--- src/pkg/lin_resp_pkg.sv ---
// Shared constants, types and state codes for the LIN responder frame receiver
package lin_resp_pkg;
    // Link and clock rates
    localparam int          SYS_HZ          = 250_000_000;
    localparam int          LIN_BAUD        = 19200;
    localparam int          BIT_CYCLES_DEF  = SYS_HZ / LIN_BAUD;
    localparam logic [3:0]  CNT_DIV_LAST    = 4'hf;
    // Frame constants
    localparam logic [7:0]  SYNC_BYTE       = 8'h55;
    localparam logic [7:0]  MSG_NOT_FOUND   = 8'hff;
    localparam logic [7:0]  MSG_RESPOND     = 8'h01;
    localparam logic [7:0]  MSG_RECEIVE     = 8'h02;
    localparam logic [5:0]  ID_RESPOND      = 6'h08;
    localparam logic [5:0]  ID_RECEIVE      = 6'h39;
    localparam logic [2:0]  SYNC_INTERVALS  = 3'h5;
    localparam logic [3:0]  RX_LEN          = 4'h8;
    localparam logic [3:0]  TX_LEN          = 4'h4;
    localparam logic [3:0]  STOP_BIT_IDX    = 4'h9;
    // Frame sequencing states, Gray along the receive path
    typedef enum logic [2:0] {
        ST_WAIT_BREAK = 3'b000,
        ST_SYNC       = 3'b001,
        ST_PID        = 3'b011,
        ST_RX         = 3'b010,
        ST_GAP        = 3'b110,
        ST_TX         = 3'b111
    } frame_state_t;
    // Received word towards the application
    typedef struct packed {
        logic       last;
        logic [7:0] data;
    } rx_word_t;
    // Completed frame stages
    typedef struct packed {
        logic brk;
        logic sync;
        logic pid;
    } stage_flags_t;
    typedef logic [3:0][7:0] resp_data_t;
endpackage

--- src/core/two_entry_buffer.sv ---
// Two-entry valid/ready buffer for received frame words
`timescale 1ns/1ps
module two_entry_buffer
    import lin_resp_pkg::*;
(
    // Clock and reset
    input  wire logic     sys_clk_in,
    input  wire logic     rst_n_in,
    // Fill side
    input  wire logic     in_valid_in,
    input  rx_word_t      in_data_in,
    output logic          in_ready_out,
    // Drain side
    output logic          out_valid_out,
    output rx_word_t      out_data_out,
    input  wire logic     out_ready_in
);
    rx_word_t   slot0_ff;
    rx_word_t   slot1_ff;
    logic [1:0] count_ff;
    rx_word_t   nxt_slot0;
    rx_word_t   nxt_slot1;
    logic [1:0] nxt_count;
    logic       push;
    logic       pop;

    // Full and empty straight from the count
    assign in_ready_out  = (count_ff != 2'h2);
    assign out_valid_out = (count_ff != 2'h0);
    assign out_data_out  = slot0_ff;
    assign push          = in_valid_in & in_ready_out;
    assign pop           = out_valid_out & out_ready_in;

    // Slot moves; head is always slot0
    always_comb
    begin
        nxt_slot0 = slot0_ff;
        nxt_slot1 = slot1_ff;
        nxt_count = count_ff;
        if (push && pop)
        begin
            if (count_ff == 2'h1)
                nxt_slot0 = in_data_in;
            else
            begin
                nxt_slot0 = slot1_ff;
                nxt_slot1 = in_data_in;
            end
        end
        else if (pop)
        begin
            nxt_slot0 = slot1_ff;
            nxt_count = count_ff - 2'h1;
        end
        else if (push)
        begin
            if (count_ff == 2'h0)
                nxt_slot0 = in_data_in;
            else
                nxt_slot1 = in_data_in;
            nxt_count = count_ff + 2'h1;
        end
    end

    // Registers
    always_ff @(posedge sys_clk_in)
    begin
        if (!rst_n_in)
        begin
            slot0_ff <= '0;
            slot1_ff <= '0;
            count_ff <= 2'h0;
        end
        else
        begin
            slot0_ff <= nxt_slot0;
            slot1_ff <= nxt_slot1;
            count_ff <= nxt_count;
        end
    end
endmodule

--- src/core/lin_responder_frame_receiver.sv ---
// LIN responder: break and sync check, identifier lookup, response receive or transmit
//
// What this block does
// - Bit timing comes from a fixed local divider; sync only checked, never tracked.
// - Frame accepted only if byte after break equals 0x55.
// - No timeout; a stalled frame waits for more bytes indefinitely.
// - State machine picks next unfinished stage from stored flags on each event.
// - Free-running edge counter measures break low time when compare_mode_in is low.
// - Sync measured from counter difference to the last edge (last_ff) on each raw fall or rise.
// - Five edge intervals of sync field checked before sync is valid.
// - Unknown identifier looks up as 0xff and no response follows.
// - Programmable gap between identifier stop bit and first response start bit.
// - Each received byte passes a receive holding buffer read by the state machine.
// - Link runs at 19200 bits per second.
// - Bad checksum still delivers data bytes but no success pulse.
// - Identifier 0x08 makes the responder send its data response.
// - Sixteen-bit up-counter on a divide-by-16 system clock prescaler tick with overflow event.
// - Falling capture latches counter on fall, or compares and flags a match.
// - Rising capture latches counter on each rising edge with an event.
// - Enhanced checksum over protected identifier and data bytes.
`timescale 1ns/1ps
module lin_responder_frame_receiver
    import lin_resp_pkg::*;
#(
    parameter int BIT_CYCLES = BIT_CYCLES_DEF
)
(
    // Clock and reset
    input  wire logic        sys_clk_in,
    input  wire logic        rst_n_in,
    // LIN transceiver pins
    input  wire logic        lin_rx_in,
    output logic             lin_tx_out,
    // Configuration
    input  wire logic [15:0] break_min_in,
    input  wire logic [15:0] reply_gap_cycles_in,
    input  wire logic        compare_mode_in,
    input  wire logic [15:0] compare_value_in,
    input  resp_data_t       resp_data_in,
    // Counter and capture view
    output logic [15:0]      edge_interval_counter_out,
    output logic [15:0]      falling_edge_capture_out,
    output logic [15:0]      rising_edge_capture_out,
    output logic             counter_overflow_out,
    output logic             fall_capture_evt_out,
    output logic             rise_capture_evt_out,
    output logic             compare_match_out,
    // Frame status pulses
    output logic             break_seen_out,
    output logic             sync_error_out,
    output logic             frame_ok_out,
    // Received data stream
    output logic             rx_valid_out,
    output rx_word_t         rx_data_out,
    input  wire logic        rx_ready_in
);
    localparam logic [15:0] BIT_LAST  = 16'(BIT_CYCLES - 1);
    localparam logic [15:0] BIT_HALF  = 16'(BIT_CYCLES / 2);
    localparam logic [15:0] TICK_LO   = 16'(BIT_CYCLES / 32);
    localparam logic [15:0] TICK_HI   = 16'((BIT_CYCLES * 3) / 32);

    // Identifier table lookup
    function automatic logic [7:0] id_lookup(input logic [7:0] pid);
        if (pid[5:0] == ID_RESPOND)
            return MSG_RESPOND;
        if (pid[5:0] == ID_RECEIVE)
            return MSG_RECEIVE;
        return MSG_NOT_FOUND;
    endfunction

    // Add with end-around carry
    function automatic logic [7:0] csum_add(input logic [7:0] a, input logic [7:0] b);
        logic [8:0] s;
        s = {1'b0, a} + {1'b0, b};
        return s[7:0] + {7'h0, s[8]};
    endfunction

    // First stage not yet done
    function automatic frame_state_t next_stage(input stage_flags_t f, input logic tx_dir);
        if (!f.brk)
            return ST_WAIT_BREAK;
        if (!f.sync)
            return ST_SYNC;
        if (!f.pid)
            return ST_PID;
        return tx_dir ? ST_GAP : ST_RX;
    endfunction

    // Pin synchroniser and edge detect; the first stage is never looked at
    logic rx_meta_ff, rx_sync_ff, rx_prev_ff;
    logic fall, rise;
    always_ff @(posedge sys_clk_in)
    begin
        if (!rst_n_in)
        begin
            rx_meta_ff <= 1'b1;
            rx_sync_ff <= 1'b1;
            rx_prev_ff <= 1'b1;
        end
        else
        begin
            rx_meta_ff <= lin_rx_in;
            rx_sync_ff <= rx_meta_ff;
            rx_prev_ff <= rx_sync_ff;
        end
    end
    assign fall = rx_prev_ff & ~rx_sync_ff;
    assign rise = ~rx_prev_ff & rx_sync_ff;

    // Edge counter and captures
    logic [3:0]  div_ff, nxt_div;
    logic [15:0] cnt_ff, nxt_cnt, fcap_ff, nxt_fcap, rcap_ff, nxt_rcap, last_ff, nxt_last;
    logic        ovf_ff, nxt_ovf, fevt_ff, nxt_fevt, revt_ff, nxt_revt, cmp_ff, nxt_cmp;
    logic        tick;
    assign tick = (div_ff == CNT_DIV_LAST);
    always_comb
    begin
        nxt_div  = tick ? 4'h0 : div_ff + 4'h1;
        nxt_cnt  = tick ? cnt_ff + 16'h1 : cnt_ff;
        nxt_ovf  = tick && (cnt_ff == 16'hffff);
        nxt_fcap = compare_mode_in ? compare_value_in : (fall ? cnt_ff : fcap_ff);
        nxt_fevt = fall && !compare_mode_in;
        nxt_cmp  = compare_mode_in && tick && (cnt_ff == compare_value_in);
        nxt_rcap = rise ? cnt_ff : rcap_ff;
        nxt_revt = rise;
        nxt_last = (fall || rise) ? cnt_ff : last_ff;
    end
    always_ff @(posedge sys_clk_in)
    begin
        if (!rst_n_in)
        begin
            {div_ff, cnt_ff, fcap_ff, rcap_ff, last_ff, ovf_ff, fevt_ff, revt_ff, cmp_ff} <= '0;
        end
        else
        begin
            {div_ff, cnt_ff, fcap_ff}  <= {nxt_div, nxt_cnt, nxt_fcap};
            {rcap_ff, last_ff, ovf_ff} <= {nxt_rcap, nxt_last, nxt_ovf};
            {fevt_ff, revt_ff, cmp_ff} <= {nxt_fevt, nxt_revt, nxt_cmp};
        end
    end

    // Byte receiver with one-byte holding buffer
    frame_state_t state_ff, nxt_state;
    logic        rx_en, pop;
    logic        ub_ff, nxt_ub, have_ff, nxt_have;
    logic [15:0] ucnt_ff, nxt_ucnt;
    logic [3:0]  ubit_ff, nxt_ubit;
    logic [7:0]  ush_ff, nxt_ush, hold_ff, nxt_hold;
    assign rx_en = (state_ff == ST_SYNC) || (state_ff == ST_PID) || (state_ff == ST_RX);
    always_comb
    begin
        nxt_ub   = ub_ff;
        nxt_ucnt = ucnt_ff;
        nxt_ubit = ubit_ff;
        nxt_ush  = ush_ff;
        nxt_hold = hold_ff;
        nxt_have = pop ? 1'b0 : have_ff;
        if (!rx_en)
        begin
            nxt_ub   = 1'b0;
            nxt_have = 1'b0;
        end
        else if (!ub_ff)
        begin
            if (fall)
            begin
                nxt_ub   = 1'b1;
                nxt_ucnt = BIT_HALF;
                nxt_ubit = 4'h0;
            end
        end
        else if (ucnt_ff != 16'h0)
            nxt_ucnt = ucnt_ff - 16'h1;
        else
        begin
            nxt_ucnt = BIT_LAST;
            nxt_ubit = ubit_ff + 4'h1;
            if (ubit_ff == 4'h0 && rx_sync_ff)
                nxt_ub = 1'b0; // False start
            else if (ubit_ff == STOP_BIT_IDX)
            begin
                nxt_ub = 1'b0;
                if (rx_sync_ff)
                begin
                    nxt_hold = ush_ff;
                    nxt_have = 1'b1;
                end
            end
            else if (ubit_ff != 4'h0)
                nxt_ush = {rx_sync_ff, ush_ff[7:1]};
        end
    end
    always_ff @(posedge sys_clk_in)
    begin
        if (!rst_n_in)
        begin
            {ub_ff, ucnt_ff, ubit_ff, ush_ff, hold_ff, have_ff} <= '0;
        end
        else
        begin
            {ub_ff, ucnt_ff, ubit_ff}    <= {nxt_ub, nxt_ucnt, nxt_ubit};
            {ush_ff, hold_ff, have_ff}   <= {nxt_ush, nxt_hold, nxt_have};
        end
    end

    // Frame sequencing and response transmitter
    stage_flags_t flags_ff, nxt_flags;
    logic [2:0]  scnt_ff, nxt_scnt;
    logic        seen_ff, nxt_seen, txdir_ff, nxt_txdir;
    logic [7:0]  csum_ff, nxt_csum;
    logic [3:0]  idx_ff, nxt_idx, tbit_ff, nxt_tbit;
    logic [15:0] gap_ff, nxt_gap, tcnt_ff, nxt_tcnt, ival;
    logic [9:0]  tsh_ff, nxt_tsh;
    logic        tb_ff, nxt_tb, line_ff, nxt_line;
    logic        brk_ff, nxt_brk, serr_ff, nxt_serr, ok_ff, nxt_ok;
    logic        buf_valid, buf_ready;
    rx_word_t    buf_data;
    logic [7:0]  tx_byte;
    assign ival = cnt_ff - last_ff;
    always_comb
    begin
        nxt_state = state_ff;
        nxt_flags = flags_ff;
        nxt_scnt  = scnt_ff;
        nxt_seen  = seen_ff;
        nxt_txdir = txdir_ff;
        nxt_csum  = csum_ff;
        nxt_idx   = idx_ff;
        nxt_gap   = gap_ff;
        nxt_tsh   = tsh_ff;
        nxt_tb    = tb_ff;
        nxt_tcnt  = tcnt_ff;
        nxt_tbit  = tbit_ff;
        nxt_brk   = 1'b0;
        nxt_serr  = 1'b0;
        nxt_ok    = 1'b0;
        pop       = 1'b0;
        buf_valid = 1'b0;
        buf_data  = '{last: (idx_ff == RX_LEN - 4'h1), data: hold_ff};
        tx_byte   = (idx_ff < TX_LEN) ? resp_data_in[idx_ff[1:0]] : ~csum_ff;
        unique case (state_ff)
            ST_WAIT_BREAK:
            begin
                nxt_flags = '0;
                nxt_seen  = 1'b0;
                nxt_scnt  = 3'h0;
                if (revt_ff && (rcap_ff - fcap_ff) > break_min_in)
                begin
                    nxt_flags.brk = 1'b1;
                    nxt_brk       = 1'b1;
                    nxt_state     = next_stage(nxt_flags, 1'b0);
                end
            end
            ST_SYNC:
            begin
                if ((fall || rise) && scnt_ff < SYNC_INTERVALS)
                begin
                    nxt_seen = 1'b1;
                    if (seen_ff && ival >= TICK_LO && ival <= TICK_HI)
                        nxt_scnt = scnt_ff + 3'h1;
                    else if (seen_ff)
                    begin
                        nxt_serr  = 1'b1;
                        nxt_state = ST_WAIT_BREAK;
                    end
                end
                if (have_ff)
                begin
                    pop = 1'b1;
                    if (hold_ff == SYNC_BYTE && scnt_ff == SYNC_INTERVALS)
                    begin
                        nxt_flags.sync = 1'b1;
                        nxt_state      = next_stage(nxt_flags, 1'b0);
                    end
                    else
                    begin
                        nxt_serr  = 1'b1;
                        nxt_state = ST_WAIT_BREAK;
                    end
                end
            end
            ST_PID:
            begin
                if (have_ff)
                begin
                    pop      = 1'b1;
                    nxt_csum = hold_ff;
                    nxt_idx  = 4'h0;
                    nxt_gap  = 16'h0;
                    if (id_lookup(hold_ff) == MSG_NOT_FOUND)
                        nxt_state = ST_WAIT_BREAK;
                    else
                    begin
                        nxt_txdir     = (id_lookup(hold_ff) == MSG_RESPOND);
                        nxt_flags.pid = 1'b1;
                        nxt_state     = next_stage(nxt_flags, nxt_txdir);
                    end
                end
            end
            ST_RX:
            begin
                if (have_ff && idx_ff < RX_LEN)
                begin
                    buf_valid = 1'b1;
                    if (buf_ready)
                    begin
                        pop      = 1'b1;
                        nxt_csum = csum_add(csum_ff, hold_ff);
                        nxt_idx  = idx_ff + 4'h1;
                    end
                end
                else if (have_ff)
                begin
                    pop       = 1'b1;
                    nxt_ok    = (hold_ff == ~csum_ff);
                    nxt_state = ST_WAIT_BREAK;
                end
            end
            ST_GAP:
            begin
                nxt_gap = gap_ff + 16'h1;
                if (gap_ff >= reply_gap_cycles_in)
                    nxt_state = ST_TX;
            end
            ST_TX:
            begin
                if (!tb_ff)
                begin
                    if (idx_ff <= TX_LEN)
                    begin
                        nxt_tsh  = {1'b1, tx_byte, 1'b0};
                        nxt_tb   = 1'b1;
                        nxt_tcnt = BIT_LAST;
                        nxt_tbit = 4'h0;
                        nxt_idx  = idx_ff + 4'h1;
                        nxt_csum = (idx_ff < TX_LEN) ? csum_add(csum_ff, tx_byte) : csum_ff;
                    end
                    else
                        nxt_state = ST_WAIT_BREAK;
                end
                else if (tcnt_ff != 16'h0)
                    nxt_tcnt = tcnt_ff - 16'h1;
                else if (tbit_ff == STOP_BIT_IDX)
                    nxt_tb = 1'b0;
                else
                begin
                    nxt_tsh  = {1'b1, tsh_ff[9:1]};
                    nxt_tbit = tbit_ff + 4'h1;
                    nxt_tcnt = BIT_LAST;
                end
            end
            default:
                nxt_state = ST_WAIT_BREAK;
        endcase
        nxt_line = nxt_tb ? nxt_tsh[0] : 1'b1;
    end
    always_ff @(posedge sys_clk_in)
    begin
        if (!rst_n_in)
        begin
            {flags_ff, scnt_ff, seen_ff, txdir_ff, csum_ff, idx_ff, gap_ff} <= '0;
            {tb_ff, tcnt_ff, tbit_ff, brk_ff, serr_ff, ok_ff}               <= '0;
            state_ff <= ST_WAIT_BREAK;
            tsh_ff   <= 10'h3ff;
            line_ff  <= 1'b1;
        end
        else
        begin
            state_ff <= nxt_state;
            {flags_ff, scnt_ff, seen_ff, txdir_ff} <= {nxt_flags, nxt_scnt, nxt_seen, nxt_txdir};
            {csum_ff, idx_ff, gap_ff, tsh_ff}      <= {nxt_csum, nxt_idx, nxt_gap, nxt_tsh};
            {tb_ff, tcnt_ff, tbit_ff, line_ff}     <= {nxt_tb, nxt_tcnt, nxt_tbit, nxt_line};
            {brk_ff, serr_ff, ok_ff}               <= {nxt_brk, nxt_serr, nxt_ok};
        end
    end

    // A stalled receiver holds the byte; further bytes overrun the holding buffer
    two_entry_buffer u_rx_buf (
        .sys_clk_in    (sys_clk_in),
        .rst_n_in      (rst_n_in),
        .in_valid_in   (buf_valid),
        .in_data_in    (buf_data),
        .in_ready_out  (buf_ready),
        .out_valid_out (rx_valid_out),
        .out_data_out  (rx_data_out),
        .out_ready_in  (rx_ready_in)
    );

    // Outputs
    assign lin_tx_out                = line_ff;
    assign edge_interval_counter_out = cnt_ff;
    assign falling_edge_capture_out  = fcap_ff;
    assign rising_edge_capture_out   = rcap_ff;
    assign counter_overflow_out      = ovf_ff;
    assign fall_capture_evt_out      = fevt_ff;
    assign rise_capture_evt_out      = revt_ff;
    assign compare_match_out         = cmp_ff;
    assign break_seen_out            = brk_ff;
    assign sync_error_out            = serr_ff;
    assign frame_ok_out              = ok_ff;
endmodule

--- config.mk ---
export PLATFORM = sky130hd
export DESIGN_NAME = lin_responder_frame_receiver
export DESIGN_NICKNAME = d
export VERILOG_FILES = /design/src/pkg/lin_resp_pkg.sv /design/src/core/two_entry_buffer.sv /design/src/core/lin_responder_frame_receiver.sv
export SDC_FILE = /design/constraint.sdc
export NUM_CORES = 1
export LEC_CHECK = 0
export ABC_AREA = 0
export ABC_CLOCK_PERIOD_IN_PS = 13300
export BUFFER_PORTS_ARGS = -buffer_cell sky130_fd_sc_hd__buf_2
export CORE_MARGIN = 2
export CORE_UTILIZATION = 55
export DETAILED_ROUTE_END_ITERATION = 8
export GPL_ROUTABILITY_DRIVEN = 0
export HOLD_SLACK_MARGIN = 0.08
export PLACE_DENSITY = 0.78
export SLEW_MARGIN = 20
export SYNTH_ARGS = -nofsm -noshare
export SYNTH_HDL_FRONTEND = slang
export SYNTH_SLANG_ARGS = --single-unit
--- constraint.sdc ---
create_clock -name sys_clk_in -period 13.3 [get_ports sys_clk_in]
set_input_delay 2.66 -clock sys_clk_in [delete_from_list [all_inputs] [get_ports sys_clk_in]]
set_output_delay 2.66 -clock sys_clk_in [all_outputs]
set_load 0.02 [all_outputs]
==> metrics.csv <==
stage,metric,value,unit
floorplan,DIE AREA,0.0248,mm^2
logic_synthesis,Cells after Synth,1582,
global_routing,first-pass GRT wire length,52.2,mm
global_routing,Overflow after GRT,0,
worst_setup_path,startpoint types,input port,
power_and_ir_drop,total power,1.45,mW
sta,final setup violation count,0,
logic_synthesis,post-synthesis compound-gate area fraction,17.0,%
power_and_ir_drop,sequential power share,44.3,%
finish,area grow syn2layout,12.6,%
placement,Place WS,7.01,ns
sta,Max-Slew Margin vs Limit,35.2,%
cts,Num CTS Buffers,23,
finish,most frequent cells in the layout,"nor2_1, dfxtp_1, buf_2",
route,iteration count of the initial detailed-routing pass,5,
route,detailed-route via count,11500,
worst_setup_path,origin of the critical flop-to-flop path,rising_edge_capture_out[0]$_SDFFE_PN0P_,
worst_setup_path,"setup slack, reg-to-reg",8.22,ns
power_and_ir_drop,Comb pwr share,12.8,%
floorplan,die width,158,um
sta,crit share post-route,43.8,%
cts,CTS root buf,clkbuf_16,
logic_synthesis,post-synthesis cell area,0.0130,mm^2
logic_synthesis,Synth Area in Adders,10.7,%
global_routing,largest net degree at the start of global routing,88,
route,Max Used Layer,met5,
route,metal2 WL,15.3,mm
route,post-DR wirelength/cell,15.5,um
cts,clk_lat worst skew,0.51,ns
logic_synthesis,Synth Warn #,0,
global_routing,antenna violations before repair,1,
logic_synthesis,Synth Area in XOR/XNOR,6.56,%
sta,minimum clock period,5.83,ns
global_routing,number of global-route vias before repair,11200,
cts,CTS H-Tree Depth,1,
logic_synthesis,post-synth top area share,31.8,%
route,detailed-routing wirelength on met1,13.7,mm
power_and_ir_drop,Internal,1.07,mW
route,initial drt markers,669,
logic_synthesis,Mapped Nets,1776,
power_and_ir_drop,P per Cell Area,99.0,mW/mm^2
worst_setup_path,CP max FO,2,
logic_synthesis,Post-synth EDFFs,0,
cts,clock sinks,206,
cts,"Hold-fix buffers, CTS",0,
logic_synthesis,Netlist cell types,76,
finish,share of cells above drive strength 1,13.4,%
worst_setup_path,max incr delay on CP,0.47,ns
logic_synthesis,Area contributors post-synth,"dfxtp_1, ha_1, nor2_1, mux2i_1, a21oi_1",
cts,post_cts resized,0,
placement,port bufs,150,
route,met3 wire length,1.48,mm
sta,Final Skew,0.00991,ns
route,Final ANT Viol Nets,0,
power_and_ir_drop,Leak Pwr,6.28,nW
cts,CTS tree,yes,
route,DRC errors left,0,
worst_setup_path,Worst Setup End Kind,flop,
worst_hold_path,Hold/Removal Path Class,flop to flop,
finish,area of the multi-input gates,0.00817,mm^2
sta,final worst slack,7.47,ns
cts,CTS Buffer Depth,3,
power_and_ir_drop,sw frac,25.7,%
worst_setup_path,crit path DAT,6.17,ns
worst_setup_path,Critical Path Source,resp_data_in[24],
floorplan,Starting Density,55.6,%
worst_setup_path,worst-case reg-to-reg path depth,20,
worst_setup_path,Critical R2R Capture,state_ff[2]$_SDFFE_PN0P_,
sta,setup TNS,0,ns
power_and_ir_drop,Clk network pwr share,42.9,%
logic_synthesis,cell taking the most area after synthesis,dfxtp_1,
power_and_ir_drop,Max rail drop VDD,72.7,uV
worst_setup_path,required time worst endpoint,13.64,ns
flow_run,maxcap violations,0,
sta,Worst-Margin Slew,0.968,ns
status,outcome,"finished, final reports clean",
logic_synthesis,Yosys reg bits,206,
worst_setup_path,slowest CP cell,mux4_2,
finish,register area,0.00412,mm^2
floorplan,# rows,56,
route,via-per-instance ratio,5.72,
floorplan,# IOs,151,
floorplan,Core ar.,0.0233,mm^2
logic_synthesis,post-synthesis simple-gate area fraction,20.5,%
logic_synthesis,post-synthesis mux area share,8.02,%
finish,layout net count,1880,
logic_synthesis,prevailing post-synth register cell,dfxtp_1,
placement,dpl hpwl,22.5,mm
sta,fmax,0.172,GHz
sta,RSZ-0062 raised after global routing,no,
global_routing,Total GRT Usage,25.2,%
finish,fillers,2059,
floorplan,die height,158,um
logic_synthesis,Syn Area/Cell,8.20,um^2
cts,Post-CTS Setup Bufs,0,
worst_setup_path,WS Path Type,input port to flop,
logic_synthesis,register area share after synthesis,31.8,%
finish,Inserted Diodes,0,
finish,"commonest non-fill, non-tap cell in the layout",nor2_1,
logic_synthesis,Post-synth ARST share,0,%
power_and_ir_drop,Psw,372,uW
worst_setup_path,Critical Path End,csum_ff[7]$_SDFFE_PN0P_,
logic_synthesis,largest family of logic cells by synthesized area,simple AND/OR/NAND/NOR gates,
sta,max-slew violation count,0,
sta,final hold vios,0,
cts,clk slew on worst S/H paths,0.06,ns
route,routed wire length,31.4,mm
worst_setup_path,"critical path, cell by cell",buf_2 > mux4_2 > nand2_1 > o21ai_0 > ha_1 > fa_1 > a21o_1 > a21oi_1 > nand2b_1 > a21oi_1 > o21ai_0 > nand2b_1 > ha_1 > and3_1 > nand3_1 > nor3_1 > xnor3_1 > nand2_1 > a31oi_1,
## state kept, by name (all words and copies together), names as in the netlist, 3 cells and up
name / count
idx_ff: 4
flags_ff: 3
scnt_ff: 3
falling_edge_capture_out: 16
edge_interval_counter_out: 16
ubit_ff: 4
gap_ff: 16
rising_edge_capture_out: 16
state_ff: 3
tbit_ff: 4
csum_ff: 8
div_ff: 4
ush_ff: 8
last_ff: 16
tsh_ff: 10
ucnt_ff: 16
hold_ff: 8
tcnt_ff: 16
u_rx_buf.slot1_ff: 9
u_rx_buf.out_data_out: 9
## stage by stage
step / util, % / instances / hold slack, ns / area, um^2
global route: 62.6 / 2018 / 0.453 / 14600
finish: 62.6 / 2018 / 0.411 / 14600
detailed placement: 59.5 / 1980 / 0.400 / 13900
CTS: 62.6 / 2018 / 0.416 / 14600
floorplan: - / 1582 / 0.386 / 13000
global placement: 59.5 / 1980 / 0.405 / 13900
## critical path, delay by kind of cell
family                     cells  cell delay, ns
adders and majority gates      3            0.91
muxes                          1            0.47
and+or+nand+nor                7            0.79
buffers and inverters          1            0.09
xor gates and xnor gates       1            0.34
AOI/OAI and AO/OA              6            0.88
## worst min-delay path by stage
stage	startpoint	to	cells after the start	slack, ns
final	rx_meta_ff$_SDFF_PN1_	rx_sync_ff$_SDFF_PN1_	1	0.41
after global routing	rx_meta_ff$_SDFF_PN1_	rx_sync_ff$_SDFF_PN1_	1	0.45
after CTS	rx_meta_ff$_SDFF_PN1_	rx_sync_ff$_SDFF_PN1_	1	0.42
after detailed placement	rx_meta_ff$_SDFF_PN1_	rx_sync_ff$_SDFF_PN1_	1	0.40
after global placement	rx_meta_ff$_SDFF_PN1_	rx_sync_ff$_SDFF_PN1_	1	0.40
after floorplan	rx_meta_ff$_SDFF_PN1_	rx_sync_ff$_SDFF_PN1_	1	0.39
## kinds of logic (layout without fill, tap and decap cells)
kind of cell,count (synthesis),count (layout)
AOI/OAI and AO/OA,331,331
adders and majority gates,109,109
and+or+nand+nor,565,565
muxes,94,94
xor gates and xnor gates,94,94
buffers and inverters,183,300
DFF,206,206
## power groups by stage
| stage | logic (mW) | clock network [mW] | registers (mW) |
|---|---|---|---|
| detailed placement | 0.182 | 0 | 0.654 |
| global placement | 0.178 | 0 | 0.653 |
| finish | 0.185 | 0.620 | 0.641 |
| CTS | 0.184 | 0.628 | 0.640 |
| global route | 0.207 | 0.651 | 0.642 |
| floorplan | 0.125 | 0 | 0.657 |
## metal layers
| layer | vias up | track usage (%) |
|---|---|---|
| met2 | 286 | 44.7 |
| met5 | - | 0 |
| met4 | 2 | 8.10 |
| met3 | 71 | 3.91 |
| met1 | 5425 | 31.3 |
| li1 | 5756 | - |
## cell type report
class                      instances  area share [%]
clock buffer                      32            4.38
clock inverter                     6           0.565
inverter                         107            2.77
multi-input combinational       1193            55.9
sequential                       206            28.2
tap                              319            2.73
timing repair buffer             155            5.39
## cell usage after synthesis, types with 5 or more instances
cell type,n
buf_1,7
o211ai_1,7
nand3b_1,12
clkbuf_1,65
nand2b_1,20
and3_1,17
nor4_1,13
mux2i_1,86
a31oi_1,7
a311oi_1,5
o21a_1,12
dfxtp_1,206
ha_1,105
xor2_1,41
or2_2,10
a211oi_1,23
o21ai_0,65
a221o_1,9
nor2b_1,10
mux4_2,8
nand3_1,47
nand2_1,97
xnor2_1,51
inv_1,107
a22o_1,9
a21oi_1,101
o31ai_1,7
nand4_1,24
and2_1,9
a22oi_1,13
a21o_1,20
nor3_1,25
or3_1,10
nor2_1,246
a211o_1,5
Note: power is estimated with default switching activity, not from simulation.
